$ cat src/hw/mb_acyc_regs.svh
// Constants for the non-cyclic parameter access and control word block.
// Assumes inclusion by bare name from the design file and the bench.
`ifndef MB_ACYC_REGS_SVH
`define MB_ACYC_REGS_SVH
// Base of the non-cyclic holding register area
`define ACYC_BASE_ADDR 16'h0210
// Function codes served
`define FC_READ_HOLDING 8'h03
`define FC_WRITE_SINGLE 8'h06
`define FC_WRITE_MULTI 8'h10
`define FC_READ_WRITE_MULTI 8'h17
// Exception codes of the answer
`define EXC_ILLEGAL_FUNC 8'h01
`define EXC_ILLEGAL_ADDR 8'h02
`define EXC_ILLEGAL_DATA 8'h03
// Parameter numbers held locally, and the first number outside menu zero
`define PNUM_CTRL_WORD 16'h0282
`define PNUM_WORDS_PER_PARAM 16'h05e5
`define PNUM_MENU_ONE 16'h0064
// Reset values
`define WORDS_PER_PARAM_RESET 1'b1
`define CTRL_WORD_RESET 16'h0000
// Control word field positions
`define CW_ENABLE 0
`define CW_RUN_FWD 1
`define CW_JOG 2
`define CW_RUN_REV 3
`define CW_DIR_REV 4
`define CW_RUN 5
`define CW_REF_SEL 8
`define CW_TRIP_RESET 13
// Writable bits; all others are reserved and kept at zero
`define CW_DEFINED_MASK 16'h213f
`endif

$ cat src/hw/mb_acyc_pkg.sv
// Types shared by the non-cyclic access block and its bench.
// Assumes the constants header sits beside it.
package mb_acyc_pkg;
   // Request handling states, Gray along the path
   typedef enum logic [1:0] {
      ST_IDLE = 2'b00,
      ST_DECODE = 2'b01,
      ST_CHECK = 2'b11,
      ST_ANSWER = 2'b10
   } st_t;
   // One decoded request from the frame layer
   typedef struct packed {
      logic [7:0] fc;
      logic [15:0] addr;
      logic [15:0] qty;
      logic [15:0] word0;
      logic [15:0] word1;
   } req_t;
   // Answer back to the frame layer
   typedef struct packed {
      logic exc;
      logic [7:0] code;
      logic [31:0] data;
   } rsp_t;
   // Decoded drive commands
   typedef struct packed {
      logic enable;
      logic run_fwd;
      logic jog;
      logic run_rev;
      logic dir_rev;
      logic run;
      logic ref_digital;
   } drv_cmd_t;
endpackage

$ cat src/hw/modbus_acyclic_param_ctrl_word.sv
// Non-cyclic parameter access over holding registers, and control word decode.
// Assumes a frame layer on CLK_IN hands over decoded requests, and a drive
// parameter table answers within one cycle of PAR_NUM_OUT.
// Notes on behaviour
// Words-per-parameter selection, reset to two
// One-word layout refuses 32-bit parameters
// Serve function codes 3, 6, 16, 23
// Non-cyclic area starts at 528
// Two-word address is 528 + 2*(param-1)
// One-word address is 528 + param - 1
// Master adds one if it subtracts one
// Menu zero is not mapped
// Single-register write to 32-bit refused
// 32-bit access shorter than 32 bits refused
// First access clears output mapping without cyclic
// Control word bit positions decoded
// Master writes reserved bits as zero
// Control word acts only with fieldbus source
// Start needs both safe torque off inputs
// Reference bit selects digital or analog reference
// Digital reference one unless preset selector
// Control word carried 32-bit when uncompressed
// Trip cleared on rising reset bit only
// Invalid requests get an exception answer
`timescale 1ns/1ps
`include "mb_acyc_regs.svh"
module modbus_acyclic_param_ctrl_word
   import mb_acyc_pkg::*;
#(
   parameter int SYNC_STAGES = 2 // Synchroniser depth for pin inputs
)
(
   input wire logic CLK_IN,
   input wire logic RST_IN,
   input wire logic REQ_VALID_IN,
   input wire req_t REQ_IN,
   output logic REQ_READY_OUT,
   output logic RSP_VALID_OUT,
   output rsp_t RSP_OUT,
   output logic [15:0] PAR_NUM_OUT,
   input wire logic PARAM_WIDE_IN,
   input wire logic [31:0] PAR_RDATA_IN,
   output logic PAR_WR_OUT,
   output logic PAR_RD_OUT,
   output logic [31:0] PAR_WDATA_OUT,
   output logic MAP_CLEAR_OUT,
   input wire logic FIELDBUS_SRC_IN,
   input wire logic STO_A_IN,
   input wire logic STO_B_IN,
   input wire logic CYCLIC_ACTIVE_IN,
   input wire logic COMPRESS_IN,
   input wire logic [3:0] PRESET_SEL_IN,
   output drv_cmd_t DRV_CMD_OUT,
   output logic TRIP_RESET_OUT,
   output logic [31:0] CTRL_WORD_OUT,
   output logic CTRL_WIDE_OUT,
   output logic [3:0] DIG_REF_SEL_OUT
);
   // Refuse a synchroniser too short to settle metastability
   if (SYNC_STAGES < 2) begin : g_bad_sync
      $error("SYNC_STAGES must be at least 2");
   end

   // Pin inputs pass the synchroniser; only the last stage is read
   logic [SYNC_STAGES-1:0] sync [9]; // One chain per pin bit
   logic [8:0] pins; // Raw pin bits
   logic [8:0] pin_s; // Synchronised pin bits
   assign pins = {PRESET_SEL_IN, COMPRESS_IN, CYCLIC_ACTIVE_IN, STO_B_IN, STO_A_IN,
                  FIELDBUS_SRC_IN};
   for (genvar i = 0; i < 9; i++) begin : g_sync
      always_ff @(posedge CLK_IN)
      begin
         if (RST_IN)
            sync[i] <= '0;
         else
            sync[i] <= {sync[i][SYNC_STAGES-2:0], pins[i]};
      end
      assign pin_s[i] = sync[i][SYNC_STAGES-1];
   end
   logic fb_src, sto_ok; // Fieldbus source selected, both enables present
   assign fb_src = pin_s[0];
   assign sto_ok = pin_s[1] & pin_s[2];

   // Request engine state
   st_t state, next_state;
   req_t req, next_req; // Captured request
   logic [15:0] pnum, next_pnum; // Decoded parameter number
   logic [7:0] pre_code, next_pre_code; // Exception found while decoding, 0 if none
   logic wpp, next_wpp; // Words per parameter: 0 one, 1 two
   logic [15:0] ctrl, next_ctrl; // Stored control word
   logic first_done, next_first_done; // A non-cyclic access has been handled without exception
   logic ready, next_ready;
   logic rsp_valid, next_rsp_valid;
   rsp_t rsp, next_rsp;
   logic par_wr, next_par_wr;
   logic par_rd, next_par_rd;
   logic [31:0] wdata, next_wdata;
   logic map_clear, next_map_clear;
   logic [15:0] off; // Offset into the non-cyclic area
   logic is_wr, is_rd, fc_ok; // Request kind
   logic [31:0] wval; // Value assembled from the request words
   logic [7:0] code; // Final exception code
   assign off = req.addr - `ACYC_BASE_ADDR;
   assign is_rd = (req.fc == `FC_READ_HOLDING) || (req.fc == `FC_READ_WRITE_MULTI);
   assign is_wr = (req.fc == `FC_WRITE_SINGLE) || (req.fc == `FC_WRITE_MULTI) ||
                  (req.fc == `FC_READ_WRITE_MULTI);
   assign fc_ok = is_rd | is_wr;

   // Next values of the request engine
   always_comb
   begin
      next_state = state;
      next_req = req;
      next_pnum = pnum;
      next_pre_code = pre_code;
      next_wpp = wpp;
      next_ctrl = ctrl;
      next_first_done = first_done;
      next_rsp_valid = 1'b0;
      next_rsp = rsp;
      next_par_wr = 1'b0;
      next_par_rd = 1'b0;
      next_wdata = wdata;
      next_map_clear = 1'b0;
      code = 8'h00;
      // High word travels first when two registers come; a lone register is the low word
      wval = (wpp && req.qty != 16'h0001) ? {req.word0, req.word1} : {16'h0000, req.word0};
      case (state)
         ST_IDLE:
         begin
            // Take any offered request while idle; ready itself is not checked
            if (REQ_VALID_IN)
            begin
               next_req = REQ_IN;
               next_state = ST_DECODE;
            end
         end
         ST_DECODE:
         begin
            // Map the address onto a parameter number
            if (wpp)
               next_pnum = {1'b0, off[15:1]} + 16'h0001;
            else
               next_pnum = off + 16'h0001;
            if (!fc_ok)
               next_pre_code = `EXC_ILLEGAL_FUNC;
            else if (req.addr < `ACYC_BASE_ADDR)
               next_pre_code = `EXC_ILLEGAL_ADDR;
            else if (wpp && off[0])
               next_pre_code = `EXC_ILLEGAL_ADDR; // Misaligned in two-word layout
            else if (req.qty == 16'h0000 || req.qty > {15'h0000, wpp} + 16'h0001)
               next_pre_code = `EXC_ILLEGAL_DATA; // One parameter per request
            else
               next_pre_code = 8'h00;
            next_state = ST_CHECK;
         end
         ST_CHECK:
         begin
            // The parameter table answers for PAR_NUM_OUT during this cycle
            if (pre_code != 8'h00)
               code = pre_code;
            else if (pnum < `PNUM_MENU_ONE)
               code = `EXC_ILLEGAL_ADDR;
            else if (PARAM_WIDE_IN && !wpp)
               code = `EXC_ILLEGAL_ADDR;
            else if (PARAM_WIDE_IN && req.fc == `FC_WRITE_SINGLE)
               code = `EXC_ILLEGAL_FUNC;
            else if (PARAM_WIDE_IN && req.qty < 16'h0002)
               code = `EXC_ILLEGAL_DATA;
            else if (is_wr && pnum == `PNUM_WORDS_PER_PARAM && wval > 32'h1)
               code = `EXC_ILLEGAL_DATA; // Only 0 or 1 is a legal layout
            next_rsp.exc = (code != 8'h00);
            next_rsp.code = code;
            next_rsp.data = 32'h0;
            if (code == 8'h00)
            begin
               // First good access without cyclic exchange clears output mapping
               next_first_done = 1'b1;
               next_map_clear = !first_done && !pin_s[3];
               if (is_wr)
               begin
                  if (pnum == `PNUM_WORDS_PER_PARAM)
                     next_wpp = wval[0];
                  else if (pnum == `PNUM_CTRL_WORD)
                     next_ctrl = wval[15:0] & `CW_DEFINED_MASK;
                  else
                     next_par_wr = 1'b1;
                  next_wdata = wval;
               end
               if (is_rd)
               begin
                  // Locally held parameters answer from here; FC23 reads back
                  if (pnum == `PNUM_WORDS_PER_PARAM)
                     next_rsp.data = {31'h0, (is_wr ? wval[0] : wpp)};
                  else if (pnum == `PNUM_CTRL_WORD)
                     next_rsp.data = {16'h0000, (is_wr ? wval[15:0] & `CW_DEFINED_MASK : ctrl)};
                  else
                  begin
                     next_par_rd = 1'b1;
                     next_rsp.data = PAR_RDATA_IN;
                  end
               end
            end
            next_rsp_valid = 1'b1;
            next_state = ST_ANSWER;
         end
         ST_ANSWER:
            next_state = ST_IDLE;
         default:
            next_state = ST_IDLE;
      endcase
      next_ready = (next_state == ST_IDLE);
   end

   // Registers of the request engine
   always_ff @(posedge CLK_IN)
   begin
      if (RST_IN)
      begin
         state <= ST_IDLE;
         req <= '0;
         pnum <= 16'h0000;
         pre_code <= 8'h00;
         wpp <= `WORDS_PER_PARAM_RESET;
         ctrl <= `CTRL_WORD_RESET;
         first_done <= 1'b0;
         ready <= 1'b0;
         rsp_valid <= 1'b0;
         rsp <= '0;
         par_wr <= 1'b0;
         par_rd <= 1'b0;
         wdata <= 32'h0;
         map_clear <= 1'b0;
      end
      else
      begin
         state <= next_state;
         req <= next_req;
         pnum <= next_pnum;
         pre_code <= next_pre_code;
         wpp <= next_wpp;
         ctrl <= next_ctrl;
         first_done <= next_first_done;
         ready <= next_ready;
         rsp_valid <= next_rsp_valid;
         rsp <= next_rsp;
         par_wr <= next_par_wr;
         par_rd <= next_par_rd;
         wdata <= next_wdata;
         map_clear <= next_map_clear;
      end
   end

   // Drive command state, from the stored control word
   drv_cmd_t cmd, next_cmd;
   logic trip_prev, next_trip_prev; // Trip reset bit as last seen
   logic trip_pulse, next_trip_pulse;
   logic [3:0] ref_sel, next_ref_sel;
   logic ctrl_wide, next_ctrl_wide; // Control word carried as 32-bit

   // Next drive commands
   always_comb
   begin
      // Commands only follow the word while the fieldbus owns run/stop
      next_cmd.enable = fb_src && sto_ok && ctrl[`CW_ENABLE];
      next_cmd.run_fwd = fb_src && sto_ok && ctrl[`CW_RUN_FWD];
      next_cmd.jog = fb_src && sto_ok && ctrl[`CW_JOG];
      next_cmd.run_rev = fb_src && sto_ok && ctrl[`CW_RUN_REV];
      next_cmd.dir_rev = fb_src && ctrl[`CW_DIR_REV];
      next_cmd.run = fb_src && sto_ok && ctrl[`CW_RUN];
      next_cmd.ref_digital = fb_src && ctrl[`CW_REF_SEL];
      // Preset selector 0 leaves digital reference one in use
      next_ref_sel = (pin_s[8:5] == 4'h0) ? 4'h1 : pin_s[8:5];
      next_trip_prev = ctrl[`CW_TRIP_RESET];
      // Uncompressed cyclic data widens the word; registered so the pin sees a flop
      next_ctrl_wide = !pin_s[4];
      // A held bit does not keep resetting; only the 0 to 1 edge counts
      next_trip_pulse = fb_src && ctrl[`CW_TRIP_RESET] && !trip_prev;
   end

   // Drive command registers
   always_ff @(posedge CLK_IN)
   begin
      if (RST_IN)
      begin
         cmd <= '0;
         trip_prev <= 1'b0;
         trip_pulse <= 1'b0;
         ref_sel <= 4'h1;
         ctrl_wide <= 1'b0;
      end
      else
      begin
         cmd <= next_cmd;
         ctrl_wide <= next_ctrl_wide;
         trip_prev <= next_trip_prev;
         trip_pulse <= next_trip_pulse;
         ref_sel <= next_ref_sel;
      end
   end

   assign REQ_READY_OUT = ready;
   assign RSP_VALID_OUT = rsp_valid;
   assign RSP_OUT = rsp;
   assign PAR_NUM_OUT = pnum;
   assign PAR_WR_OUT = par_wr;
   assign PAR_RD_OUT = par_rd;
   assign PAR_WDATA_OUT = wdata;
   assign MAP_CLEAR_OUT = map_clear;
   assign DRV_CMD_OUT = cmd;
   assign TRIP_RESET_OUT = trip_pulse;
   assign CTRL_WORD_OUT = {16'h0000, ctrl};
   assign CTRL_WIDE_OUT = ctrl_wide;
   assign DIG_REF_SEL_OUT = ref_sel;
endmodule

$ cat config.mk
export PLATFORM = sky130hd
export DESIGN_NAME = modbus_acyclic_param_ctrl_word
export DESIGN_NICKNAME = d
export VERILOG_FILES = /design/src/hw/mb_acyc_pkg.sv /design/src/hw/modbus_acyclic_param_ctrl_word.sv
export VERILOG_INCLUDE_DIRS = /design/src /design/src/hw
export SDC_FILE = /design/constraint.sdc
export NUM_CORES = 1
export LEC_CHECK = 0
export BUFFER_PORTS_ARGS = -buffer_cell sky130_fd_sc_hd__buf_2
export CAP_MARGIN = 30
export CELL_PAD_IN_SITES_DETAIL_PLACEMENT = 1
export CELL_PAD_IN_SITES_GLOBAL_PLACEMENT = 2
export CORE_AREA = 8 8 175 177
export DETAILED_ROUTE_END_ITERATION = 16
export DIE_AREA = 0 0 183 185
export PLACE_DENSITY = 0.88
export SKIP_CTS_REPAIR_TIMING = 1
export SYNTH_ARGS = -nofsm -noshare
export SYNTH_HDL_FRONTEND = slang
export SYNTH_SLANG_ARGS = --single-unit
$ cat constraint.sdc
create_clock -name CLK_IN -period 9.6 [get_ports CLK_IN]
set_input_delay 0 -clock CLK_IN [delete_from_list [all_inputs] [get_ports CLK_IN]]
set_output_delay 0 -clock CLK_IN [all_outputs]
set_load 0.01 [all_outputs]
# Yosys cells after proc, flatten, opt, wreduce, memory -nomap -nowiden
# Memory sizes are Yosys's and may differ from the RTL's.
# Index checks and enable logic that the tools add are counted.
[totals] wordCells=146 mem_bits_rw=18 regBits=200 out_inout_bits=139 in_bits=117 mem_count=1
[classes] n_eq_ne=10 muxes=36 add_sub_neg=4 n_reduce_logical=43 order_cmp=5 bitwise=16
[memory_table] memory="sync" words=9 width=2 read_ports=9 rd_ports_with_merged_regs=0 write_ports=9 line="modbus_acyclic_param_ctrl_word.sv:65" text="logic [SYNC_STAGES-1:0] sync [9];"
[ops] cell="32-bit two-way mux" n=5
[ops] cell="2-bit two-way mux" n=19
[ops] cell="32-bit by 1-bit > comparator with 1-bit output, second input constant" n=1
[ops] cell="1-bit logical AND" n=18
[ops] cell="15-bit by 1-bit adder with 16-bit output, second input constant" n=1
[ops] cell="16-bit by 1-bit adder with 16-bit output, second input constant" n=1
[ops] cell="16-bit by 10-bit equality test with 1-bit output, second input constant" n=1
[ops] cell="16-bit by 11-bit equality test with 1-bit output, second input constant" n=1
[ops] cell="8-bit by 5-bit equality test with 1-bit output, second input constant" n=2
[ops] cell="16-bit by 2-bit > comparator with 1-bit output" n=1
[ops] cell="16-bit zero test" n=1
[ops] cell="16-bit by 10-bit less-than comparator with 1-bit output, second input constant" n=1
[ops] cell="16-bit by 2-bit less-than comparator with 1-bit output, second input constant" n=1
[ops] cell="16-bit by 7-bit less-than comparator with 1-bit output, second input constant" n=1
[ops] cell="16-bit two-way mux" n=1
[ops] cell="8-bit two-way mux" n=2
[ops] cell="16-bit by 1-bit != test with 1-bit output, second input constant" n=1
[ops] cell="8-bit nonzero test" n=2
[ops] cell="16-bit by 10-bit subtractor with 16-bit output, second input constant" n=1
[ops] cell="14-bit two-way mux" n=1
[ops] cell="1-bit bitwise OR" n=10
[ops] cell="8-bit by 2-bit equality test with 1-bit output, second input constant" n=1
[ops] cell="8-bit by 3-bit equality test with 1-bit output, second input constant" n=1
[ops] cell="8-bit zero test" n=1
[ops] cell="other kinds (18)" n=39

# Longest topological paths before layout
# Gate-level depths: netlist (run 1).
[depth] ltp_word=15 ltp_mapped=15 depth_no_buf=11

# Least setup slack after synthesis (run 1)
# Ideal clock, no wire load.
[synth_timing] path_kind="register to register" from="register wpp" to="register pnum[12], in the netlist PAR_NUM_OUT[12]" required_ns=9.514 setup_slack_ns=6.417 path_buffers=5 arrival_time_ns=3.097 stages_incl_launch_ff=15 setup_ns=0.086 synth_period_minus_slack_ns=3.183 path_cell_list="dfxtp_1 -> buf_2 -> buf_2 -> buf_1 -> buf_2 -> buf_1 -> mux2_2 -> ha_1 -> o211ai_1 -> nor2_1 -> nand2_1 -> nor3_1 -> nand3_1 -> xor2_1 -> a211oi_1"
[synth_via] elab_chain_len=1
[synth_lines] item="start, declared" line="modbus_acyclic_param_ctrl_word.sv:89" text="logic wpp, next_wpp;"
[synth_lines] item="start signal, assigned" line="modbus_acyclic_param_ctrl_word.sv:224" text="wpp <= `WORDS_PER_PARAM_RESET;"
[synth_lines] item="start signal, assigned" line="modbus_acyclic_param_ctrl_word.sv:241" text="wpp <= next_wpp;"
[synth_lines] item="16-bit two-way mux" line="modbus_acyclic_param_ctrl_word.sv:141" text="if (wpp)"
[synth_lines] item="end signal, assigned" line="modbus_acyclic_param_ctrl_word.sv:239" text="pnum <= next_pnum;"
[synth_lines] item="end, declared" line="modbus_acyclic_param_ctrl_word.sv:87" text="logic [15:0] pnum, next_pnum;"
# Every way passes these cells.
# A chain may end at the register's enable or synchronous reset.

# Final worst setup path (run 1)
[layout_timing] from="register req[52] (netlist name)" to="register pnum[15], in the netlist PAR_NUM_OUT[15]"
[layout_via] elab_chain_len=3 elab_cells_between_ends=4 cone_classes="add/sub (3); mux (1)"
[layout_lines] item="start, declared" line="modbus_acyclic_param_ctrl_word.sv:86" text="req_t req, next_req;"
[layout_lines] item="start signal, assigned" line="modbus_acyclic_param_ctrl_word.sv:238" text="req <= next_req;"
[layout_lines] item="16-bit by 10-bit subtractor with 16-bit output (no source line) (*)"
[layout_lines] item="16-bit by 1-bit adder with 16-bit output or 15-bit by 1-bit adder with 16-bit output (tied branches)" line="modbus_acyclic_param_ctrl_word.sv:144, modbus_acyclic_param_ctrl_word.sv:142"
[layout_lines] item="16-bit two-way mux (*)" line="modbus_acyclic_param_ctrl_word.sv:141"
# Every way passes the cells marked *; elsewhere a longest branch is shown, timed or not.

==> out/results.ini, run 1 <==
[worst_setup_path]
critPathSlowestCell = or4b_1
path_cells = inv_1 -> ha_1 -> or4b_1 -> a211oi_2 -> mux2i_1 -> a211oi_1 -> nand3_1 -> or3_1 -> a311oi_1
reg2reg_depth = 9
timing.critical_path.from_type = flop
critPathMaxStageDelay_ns = 0.66
path_max_fanout = 11
timing.rr.start = req[52]
critical_path.top_delay_family = simple AND/OR/NAND/NOR gates
rrSetupSlack_ns = 6.44
critical_path.endpoint_type = flop
cp.required_ns = 10.02
cp.arrival_ns = 3.58
worst-path-buf-inv = 1
worst-setup-path-type = flop to flop
rr_endpoint = PAR_NUM_OUT[15]
critPathLaunch = req[52]

[placement]
gp_congestion = 0.887
post-dp-hpwl_um = 21200
io_buffers = 225
dpl-instance-area_mm2 = 0.0101

[global_routing]
globalRouteTotalUtil_pct = 16.2
grt_pass1_wl_um = 45000
antenna_found_initial = 3
grt_max_degree = 90
grt_pass1_vias = 8116
grt_overflow_total = 0

[timing]
fin_setup_tns_ns = 0
relSlewSlack_pct = 27.1
whs_ns = 0.232
setup_viol = 0
fmax_mhz = 317
rsz0062_at_grt = false
fin_crit_ns = 3.16
finalClockSkew_ns = 0.0246
maxSlewViolCount = 0
hold_viol = 0
worstMarginPinSlew_ns = 1.08
timing.final.crit_share_pct = 32.9

[drt]
drt_wl_total_um = 32400
viasPerCell = 4.90
drc = 0
wl_per_cell_um = 18.6
vias = 8547
dr.pass1.iters = 4
drtIter0Drc = 345
drt.antenna.violating_nets = 0

[final_layout]
final_core_util_pct = 43.2
final_common_cell = buf_2
regArea_mm2 = 0.00412
drive_above_1_share_pct = 21.6
fin_area_mm2 = 0.0121
fillCellCount = 3370
multi_input_area_mm2 = 0.00416
syn_to_final_growth_pct = 39.3
final_cell_mix = buf_2, dfxtp_1, nand2_1
nets = 1463

[yosys]
synth_cell_types = 64
syn_inst = 1030
async_flop_share_pct = 0
ys_seq_area_share_pct = 47.3
synth_edf_count = 0
syn_avg_cell_area_um2 = 8.46
synth_area_mm2 = 0.00871
ys_ff_latch = 206
yosys_most_used_dff = dfxtp_1
ys_warn_count = 0

[floorplan]
core_area_mm2 = 0.0281
die_w_um = 183
io_pins = 256
die_height_um = 185
fp-row-count = 62
die_area_mm2 = 0.0339
initial_core_util_pct = 31.0

[hold_path]
hold_path_end = sync[6][0]
worstHoldPathType = input port to flop
hp-start = PRESET_SEL_IN[1]
hold_path_depth = 3

[power]
peakVddDrop_mv = 0.126
p_total_uw = 2170
p_per_area_mw_per_mm2 = 178
leakage_uw = 0.00504

[clock_network]
clk_path_buf_depth = 3
clockRootBuffer = clkbuf_16
cts_tree = done
numCtsBuffers = 25
clk_latency_ns = 0.54
htree_levels = 1
clock_sinks = 206
path_clk_slew_ns = 0.06

[status]
status = complete, no violations

[run]
cap_violations = 0

-- synth_stat cells, types with 2 or more instances --
library cell	n	area share (%)
a2111oi_0	3	0.30
a211oi_1	35	3.0
a21o_1	2	0.17
a21oi_1	99	5.7
a22o_1	25	2.5
a22oi_1	12	1.0
a311oi_1	3	0.30
a31oi_1	5	0.36
and2_1	9	0.65
and3_1	4	0.29
buf_1	7	0.30
buf_2	8	0.46
buf_4	30	2.6
clkbuf_1	56	2.4
dfxtp_1	206	47
ha_1	4	0.57
inv_1	10	0.43
mux2_2	2	0.26
mux2i_1	24	2.8
nand2_1	174	7.5
nand2b_1	26	1.9
nand3_1	29	1.7
nand3b_1	7	0.60
nand4_1	8	0.57
nand4b_1	2	0.20
nor2_1	73	3.1
nor2b_1	29	2.1
nor3_1	16	0.92
nor3b_1	3	0.26
nor4_1	18	1.3
nor4b_1	2	0.20
o211ai_1	6	0.52
o21ai_0	37	2.1
o31a_1	2	0.20
o31ai_1	4	0.34
o32ai_1	2	0.20
or2_2	3	0.22
or3_1	4	0.29
or4_1	5	0.43
or4b_1	2	0.23
xnor2_1	5	0.50
xor2_1	7	0.70
-- worst reg2reg max path, cell delays in order, from the launching register on --
cell,delay (ns)
dfxtp_1,0.40
inv_1,0.12
ha_1,0.25
or4b_1,0.66
a211oi_2,0.31
mux2i_1,0.10
a211oi_1,0.36
nand3_1,0.22
or3_1,0.41
a311oi_1,0.26
-- how the worst max path moves through the flow --
stage,to,slack [ns],cells after the start
floorplan,PAR_NUM_OUT[12],6.42,14
global placement,PAR_NUM_OUT[15],6.57,9
detailed placement,PAR_NUM_OUT[15],6.48,9
CTS,PAR_NUM_OUT[15],6.46,9
global route,PAR_NUM_OUT[15],6.18,9
finish,PAR_NUM_OUT[15],6.44,9
-- area by class of cell --
cell class / instances / area share (%)
Timing Repair Buffer: 358 / 20.3
Tap cell: 384 / 3.96
Inverter: 10 / 0.309
Multi-Input combinational cell: 741 / 34.3
Clock inverter: 8 / 1.14
Antenna cell: 3 / 0.0619
Clock buffer: 36 / 5.99
Sequential cell: 206 / 34.0
-- per-stage QoR --
step	setup slack [ns]	std cells
global route	6.18	1746
floorplan	6.42	1059
finish	6.44	1746
global placement	6.57	1577
CTS	6.46	1624
detailed placement	6.48	1580
-- power breakdown --
part	switching (uW)	leakage [uW]	total [uW]	internal (uW)
clock	379	0.000418	987	608
combinational	144	0.00295	259	115
sequential	34.0	0.00168	920	887
-- metal layers --
layer / part of all wire, % / up-vias / track usage (%)
li1: - / 4185 / -
met1: 42 / 4039 / 20.4
met2: 49 / 268 / 27.7
met3: 6.0 / 55 / 3.90
met4: 2.5 / 0 / 3.71
met5: 0 / - / 0
-- cells by family after synthesis --
logic type	Yosys count	synth area share [%]
other	1	0.0430
XOR/XNOR	12	1.21
AND/OR/NAND/NOR	420	23.2
adder cells (fa/ha/maj)	4	0.574
multiplexers	26	3.02
buffers and inverters	112	6.32
AO/OA/AOI/OAI	249	18.3
flip-flops	206	47.3
-- registers in the layout, summed over array words and instances (netlist names), 2 cells and up --
register / flops
req: 72
RSP_OUT: 35
PAR_WDATA_OUT: 32
sync: 18
PAR_NUM_OUT: 16
ctrl: 8
DRV_CMD_OUT: 7
DIG_REF_SEL_OUT: 4
pre_code: 2
state: 2
Power figures use the tool's default switching activity.
==> run 2: changes to the inputs <==
--- a/config.mk
+++ b/config.mk
@@ -6,14 +6,15 @@
 export SDC_FILE = /design/constraint.sdc
 export NUM_CORES = 1
 export LEC_CHECK = 0
+export ABC_AREA = 1
 export BUFFER_PORTS_ARGS = -buffer_cell sky130_fd_sc_hd__buf_2
 export CAP_MARGIN = 30
 export CELL_PAD_IN_SITES_DETAIL_PLACEMENT = 1
 export CELL_PAD_IN_SITES_GLOBAL_PLACEMENT = 2
-export CORE_AREA = 8 8 175 177
+export CORE_AREA = 8 8 198 200
 export DETAILED_ROUTE_END_ITERATION = 16
-export DIE_AREA = 0 0 183 185
-export PLACE_DENSITY = 0.88
+export DIE_AREA = 0 0 206 208
+export PLACE_DENSITY = 0.78
 export SKIP_CTS_REPAIR_TIMING = 1
 export SYNTH_ARGS = -nofsm -noshare
 export SYNTH_HDL_FRONTEND = slang
==> constraint.sdc (replaced) <==
create_clock -name CLK_IN -period 2.7 [get_ports CLK_IN]
set_input_delay 0 -clock CLK_IN [delete_from_list [all_inputs] [get_ports CLK_IN]]
set_output_delay 0 -clock CLK_IN [all_outputs]
set_load 0.01 [all_outputs]
==> run 2 against run 1 <==
Net effect: the flow now finishes with violations (negative hold slack, negative setup slack); sequential share of layout area is 4.2 points lower; global-route usage fell by 1.8 points; register-to-register slack worse by 6.7 ns; non-clock buffer count is 79 higher; clock skew fell by 0.011 ns; fmax increased by 8.4%; combinational power grew to 4.9 times the previous value; die area increased by 27%; critical path type unchanged; largest power group unchanged.
==> out/results.ini, run 2 <==
[yosys]
syn_inst = 1214  ; +18%
yosys.area.top_type = dfxtp_1
ys_seq_area_share_pct = 46.5  ; -0.85 points
synth_top_area_share_pct = 46.5  ; -0.85 points
async_flop_share_pct = 0  ; unchanged
ys_warn_count = 0  ; unchanged
synth_edf_count = 0  ; unchanged
synth_area_mm2 = 0.00887  ; +1.8%
synth_cell_types = 48  ; -25%
synth_most_common_cell = nand2_1
syn_avg_cell_area_um2 = 7.31  ; -14%
synth_area_leaders = dfxtp_1, nand2_1, nor2_1, o21ai_0, nand3_1
ys_ff_latch = 206  ; unchanged
synth_top_cells_by_count = nand2_1, dfxtp_1, nor2_1
yosys_most_used_dff = dfxtp_1

[drt]
drtIter0Drc = 267  ; -23%
drt.antenna.violating_nets = 0  ; unchanged
wl_per_cell_um = 17.2  ; -7.2%
viasPerCell = 4.45  ; -9.0%
vias = 9366  ; +9.6%
dr.pass1.iters = 4  ; unchanged
drt_wl_total_um = 36300  ; +12%
drc = 0  ; unchanged

[clock_network]
clockRootBuffer = clkbuf_16
numCtsBuffers = 25  ; unchanged
clk_latency_ns = 0.53  ; about the same
cts_tree = done
clk_path_buf_depth = 3  ; unchanged
clock_sinks = 206  ; unchanged
path_clk_slew_ns = 0.06  ; about the same
htree_levels = 1  ; unchanged

[timing]
setup_viol = 67  ; +67
relSlewSlack_pct = 25.8  ; -1.3 points
timing.final.crit_share_pct = 108  ; +75 points
fin_crit_ns = 2.92  ; -0.244 ns
maxSlewViolCount = 0  ; unchanged
finalClockSkew_ns = 0.0132  ; -0.0114 ns
worstMarginPinSlew_ns = 1.10  ; +0.0159 ns
hold_viol = 1  ; +1
fmax_mhz = 343  ; +8.4%
rsz0062_at_grt = true
fin_setup_tns_ns = -10.51  ; -10.51 ns
fin_ws_ns = -0.215  ; -6.66 ns
whs_ns = -0.00333  ; -0.235 ns

[status]
violations = negative hold slack, negative setup slack
status = complete, but fails checks

[placement]
gp_congestion = 0.792  ; -11%
io_buffers = 225  ; unchanged
dpl-instance-area_mm2 = 0.0107  ; +6.1%
post-dp-hpwl_um = 24500  ; +16%

[final_layout]
syn_to_final_growth_pct = 56.4
nets = 1737  ; +19%
fin_area_mm2 = 0.0139  ; +14%
antennaDiodeCount = 0  ; -3
fillCellCount = 4362  ; +29%
final_cell_mix = buf_2, dfxtp_1, nor2_1
drive_above_1_share_pct = 32.4  ; +11 points
largest_reg_flops = 72  ; unchanged
top_register = req
final_common_cell = buf_2

[global_routing]
globalRouteTotalUtil_pct = 14.4  ; -1.8 points
grt_max_degree = 87  ; -3.3%
grt_pass1_vias = 9096  ; +12%
grt_pass1_wl_um = 50000  ; +11%
grt_overflow_total = 0  ; unchanged
antenna_found_initial = 1  ; -2

[floorplan]
initial_core_util_pct = 24.6  ; -6.4 points
die_height_um = 208  ; +12%
die_area_mm2 = 0.0428  ; +27%
io_pins = 256  ; unchanged
fp-row-count = 70  ; +13%
die_w_um = 206  ; +13%
core_area_mm2 = 0.0361  ; +28%

[worst_setup_path]
timing.critical_path.from_type = flop
worst-setup-path-type = flop to flop
critPathSlowestCell = dfxtp_2
critical_path.endpoint_type = flop
cp.required_ns = 3.16  ; -6.86 ns
crit_top_cell = nand2_2
path_max_fanout = 7  ; -4
cp.arrival_ns = 3.38  ; -0.20 ns
critPathMaxStageDelay_ns = 0.33  ; -0.33 ns
critical_path.top_delay_family = simple AND/OR/NAND/NOR gates
path_cells = inv_2 -> nor2_2 -> nand2_2 -> nor2_4 -> nand2_8 -> buf_12 -> nand3_2 -> nand2_2 -> nor2_1 -> nand2_1 -> nor2_1 -> nand3_1 -> a21oi_2 -> nand4_4 -> buf_12 -> nor2_8 -> nand3_4 -> inv_8 -> clkbuf_16 -> nand2_2 -> nand2_1
worst-path-buf-inv = 5  ; +4

[power]
leakage_uw = 0.00645  ; +28%
p_per_area_mw_per_mm2 = 572  ; +220%
peakVddDrop_mv = 0.398  ; +220%
p_total_uw = 7930  ; +270%

[hold_path]
worstHoldPathType = input port to flop

[run]
cap_violations = 0  ; unchanged

==> run 2: cell count changes after synthesis, sizes merged, moves of 10 or more <==
cell    delta
nand2b    -26
nand2     +51
nor2     +129
xor2      +12
o21ai     +80
a211oi    -35
mux2i     -22
a21oi     -20
a22oi     -10
inv       +98
nor2b     -29
nand3     +53
a22o      -25
nor4      -12
==> run 2: where the power goes <==
part	switching (uW)	leakage, uW	internal [uW]
logic	712	0.00437	546
registers	119	0.00168	3180
clock network	1370	0.000398	2010
==> run 2: logic make-up (layout without fill, tap and decap cells) <==
| kind of cell | count (synthesis) | in the layout | share of synthesized area, % |
|---|---|---|---|
| and+or+nand+nor | 554 | 556 | 26.6 |
| AOI/OAI and AO/OA | 219 | 219 | 13.1 |
| DFF | 206 | 206 | 46.5 |
| buffers and inverters | 206 | 596 | 10.8 |
| xor gates and xnor gates | 22 | 22 | 2.17 |
| adders and majority gates | 4 | 4 | 0.564 |
| muxes | 2 | 2 | 0.226 |
| other | 1 | 30 | 0.0423 |
==> run 2: layout make-up <==
cell class / count / area [um^2] / area share (%)
multi-input cells: 833 / 4620 / 33.3
flip-flops and latches: 206 / 4130 / 29.8
repair buffers: 437 / 3270 / 23.6
clock buffers: 33 / 696 / 5.02
well taps: 468 / 586 / 4.22
inverters: 112 / 438 / 3.16
clock inverters: 13 / 129 / 0.929
repair inverters: 1 / 7.51 / 0.0541
==> run 2: per-stage QoR <==
step                utilization [%]  cells  setup slack, ns  hold slack, ns
CTS                            31.9   1947          -0.0489          -0.363
global placement               29.6   1901         -0.00319           0.187
detailed placement             29.6   1901          -0.0158           0.196
global route                   38.4   2103           -0.377          0.0177
floorplan                         -   1243            0.292          0.0974
finish                         38.4   2103           -0.215        -0.00333
==> run 2: final timing paths <==
check / start / to / slack (ns) / cells after the start
worst max-delay path: req[32] / RSP_OUT[28] / -0.22 / 21
worst min-delay path: PAR_RDATA_IN[3] / RSP_OUT[3] / -0.003 / 5
worst min register to register: sync[4][1] / CTRL_WIDE_OUT / 0.38 / 1
worst max register to register: req[32] / RSP_OUT[28] / -0.22 / 21
==> run 2: routing by layer <==
layer / routed length [um] / part of all wire [%] / vias up / GRT usage [%]
met2: 17600 / 49 / 217 / 23.7
met4: 877 / 2.4 / 2 / 3.94
met1: 15500 / 43 / 4418 / 18.4
met5: 9 / 0.025 / - / 0
met3: 2290 / 6.3 / 61 / 3.54
li1: - / - / 4668 / -
==> run 2: worst min-delay path, stage by stage <==
cell and delay [ns]:
buf_2 0.11, nor2_1 0.11, a311oi_1 0.05, a22oi_1 0.15, nor2_1 0.05
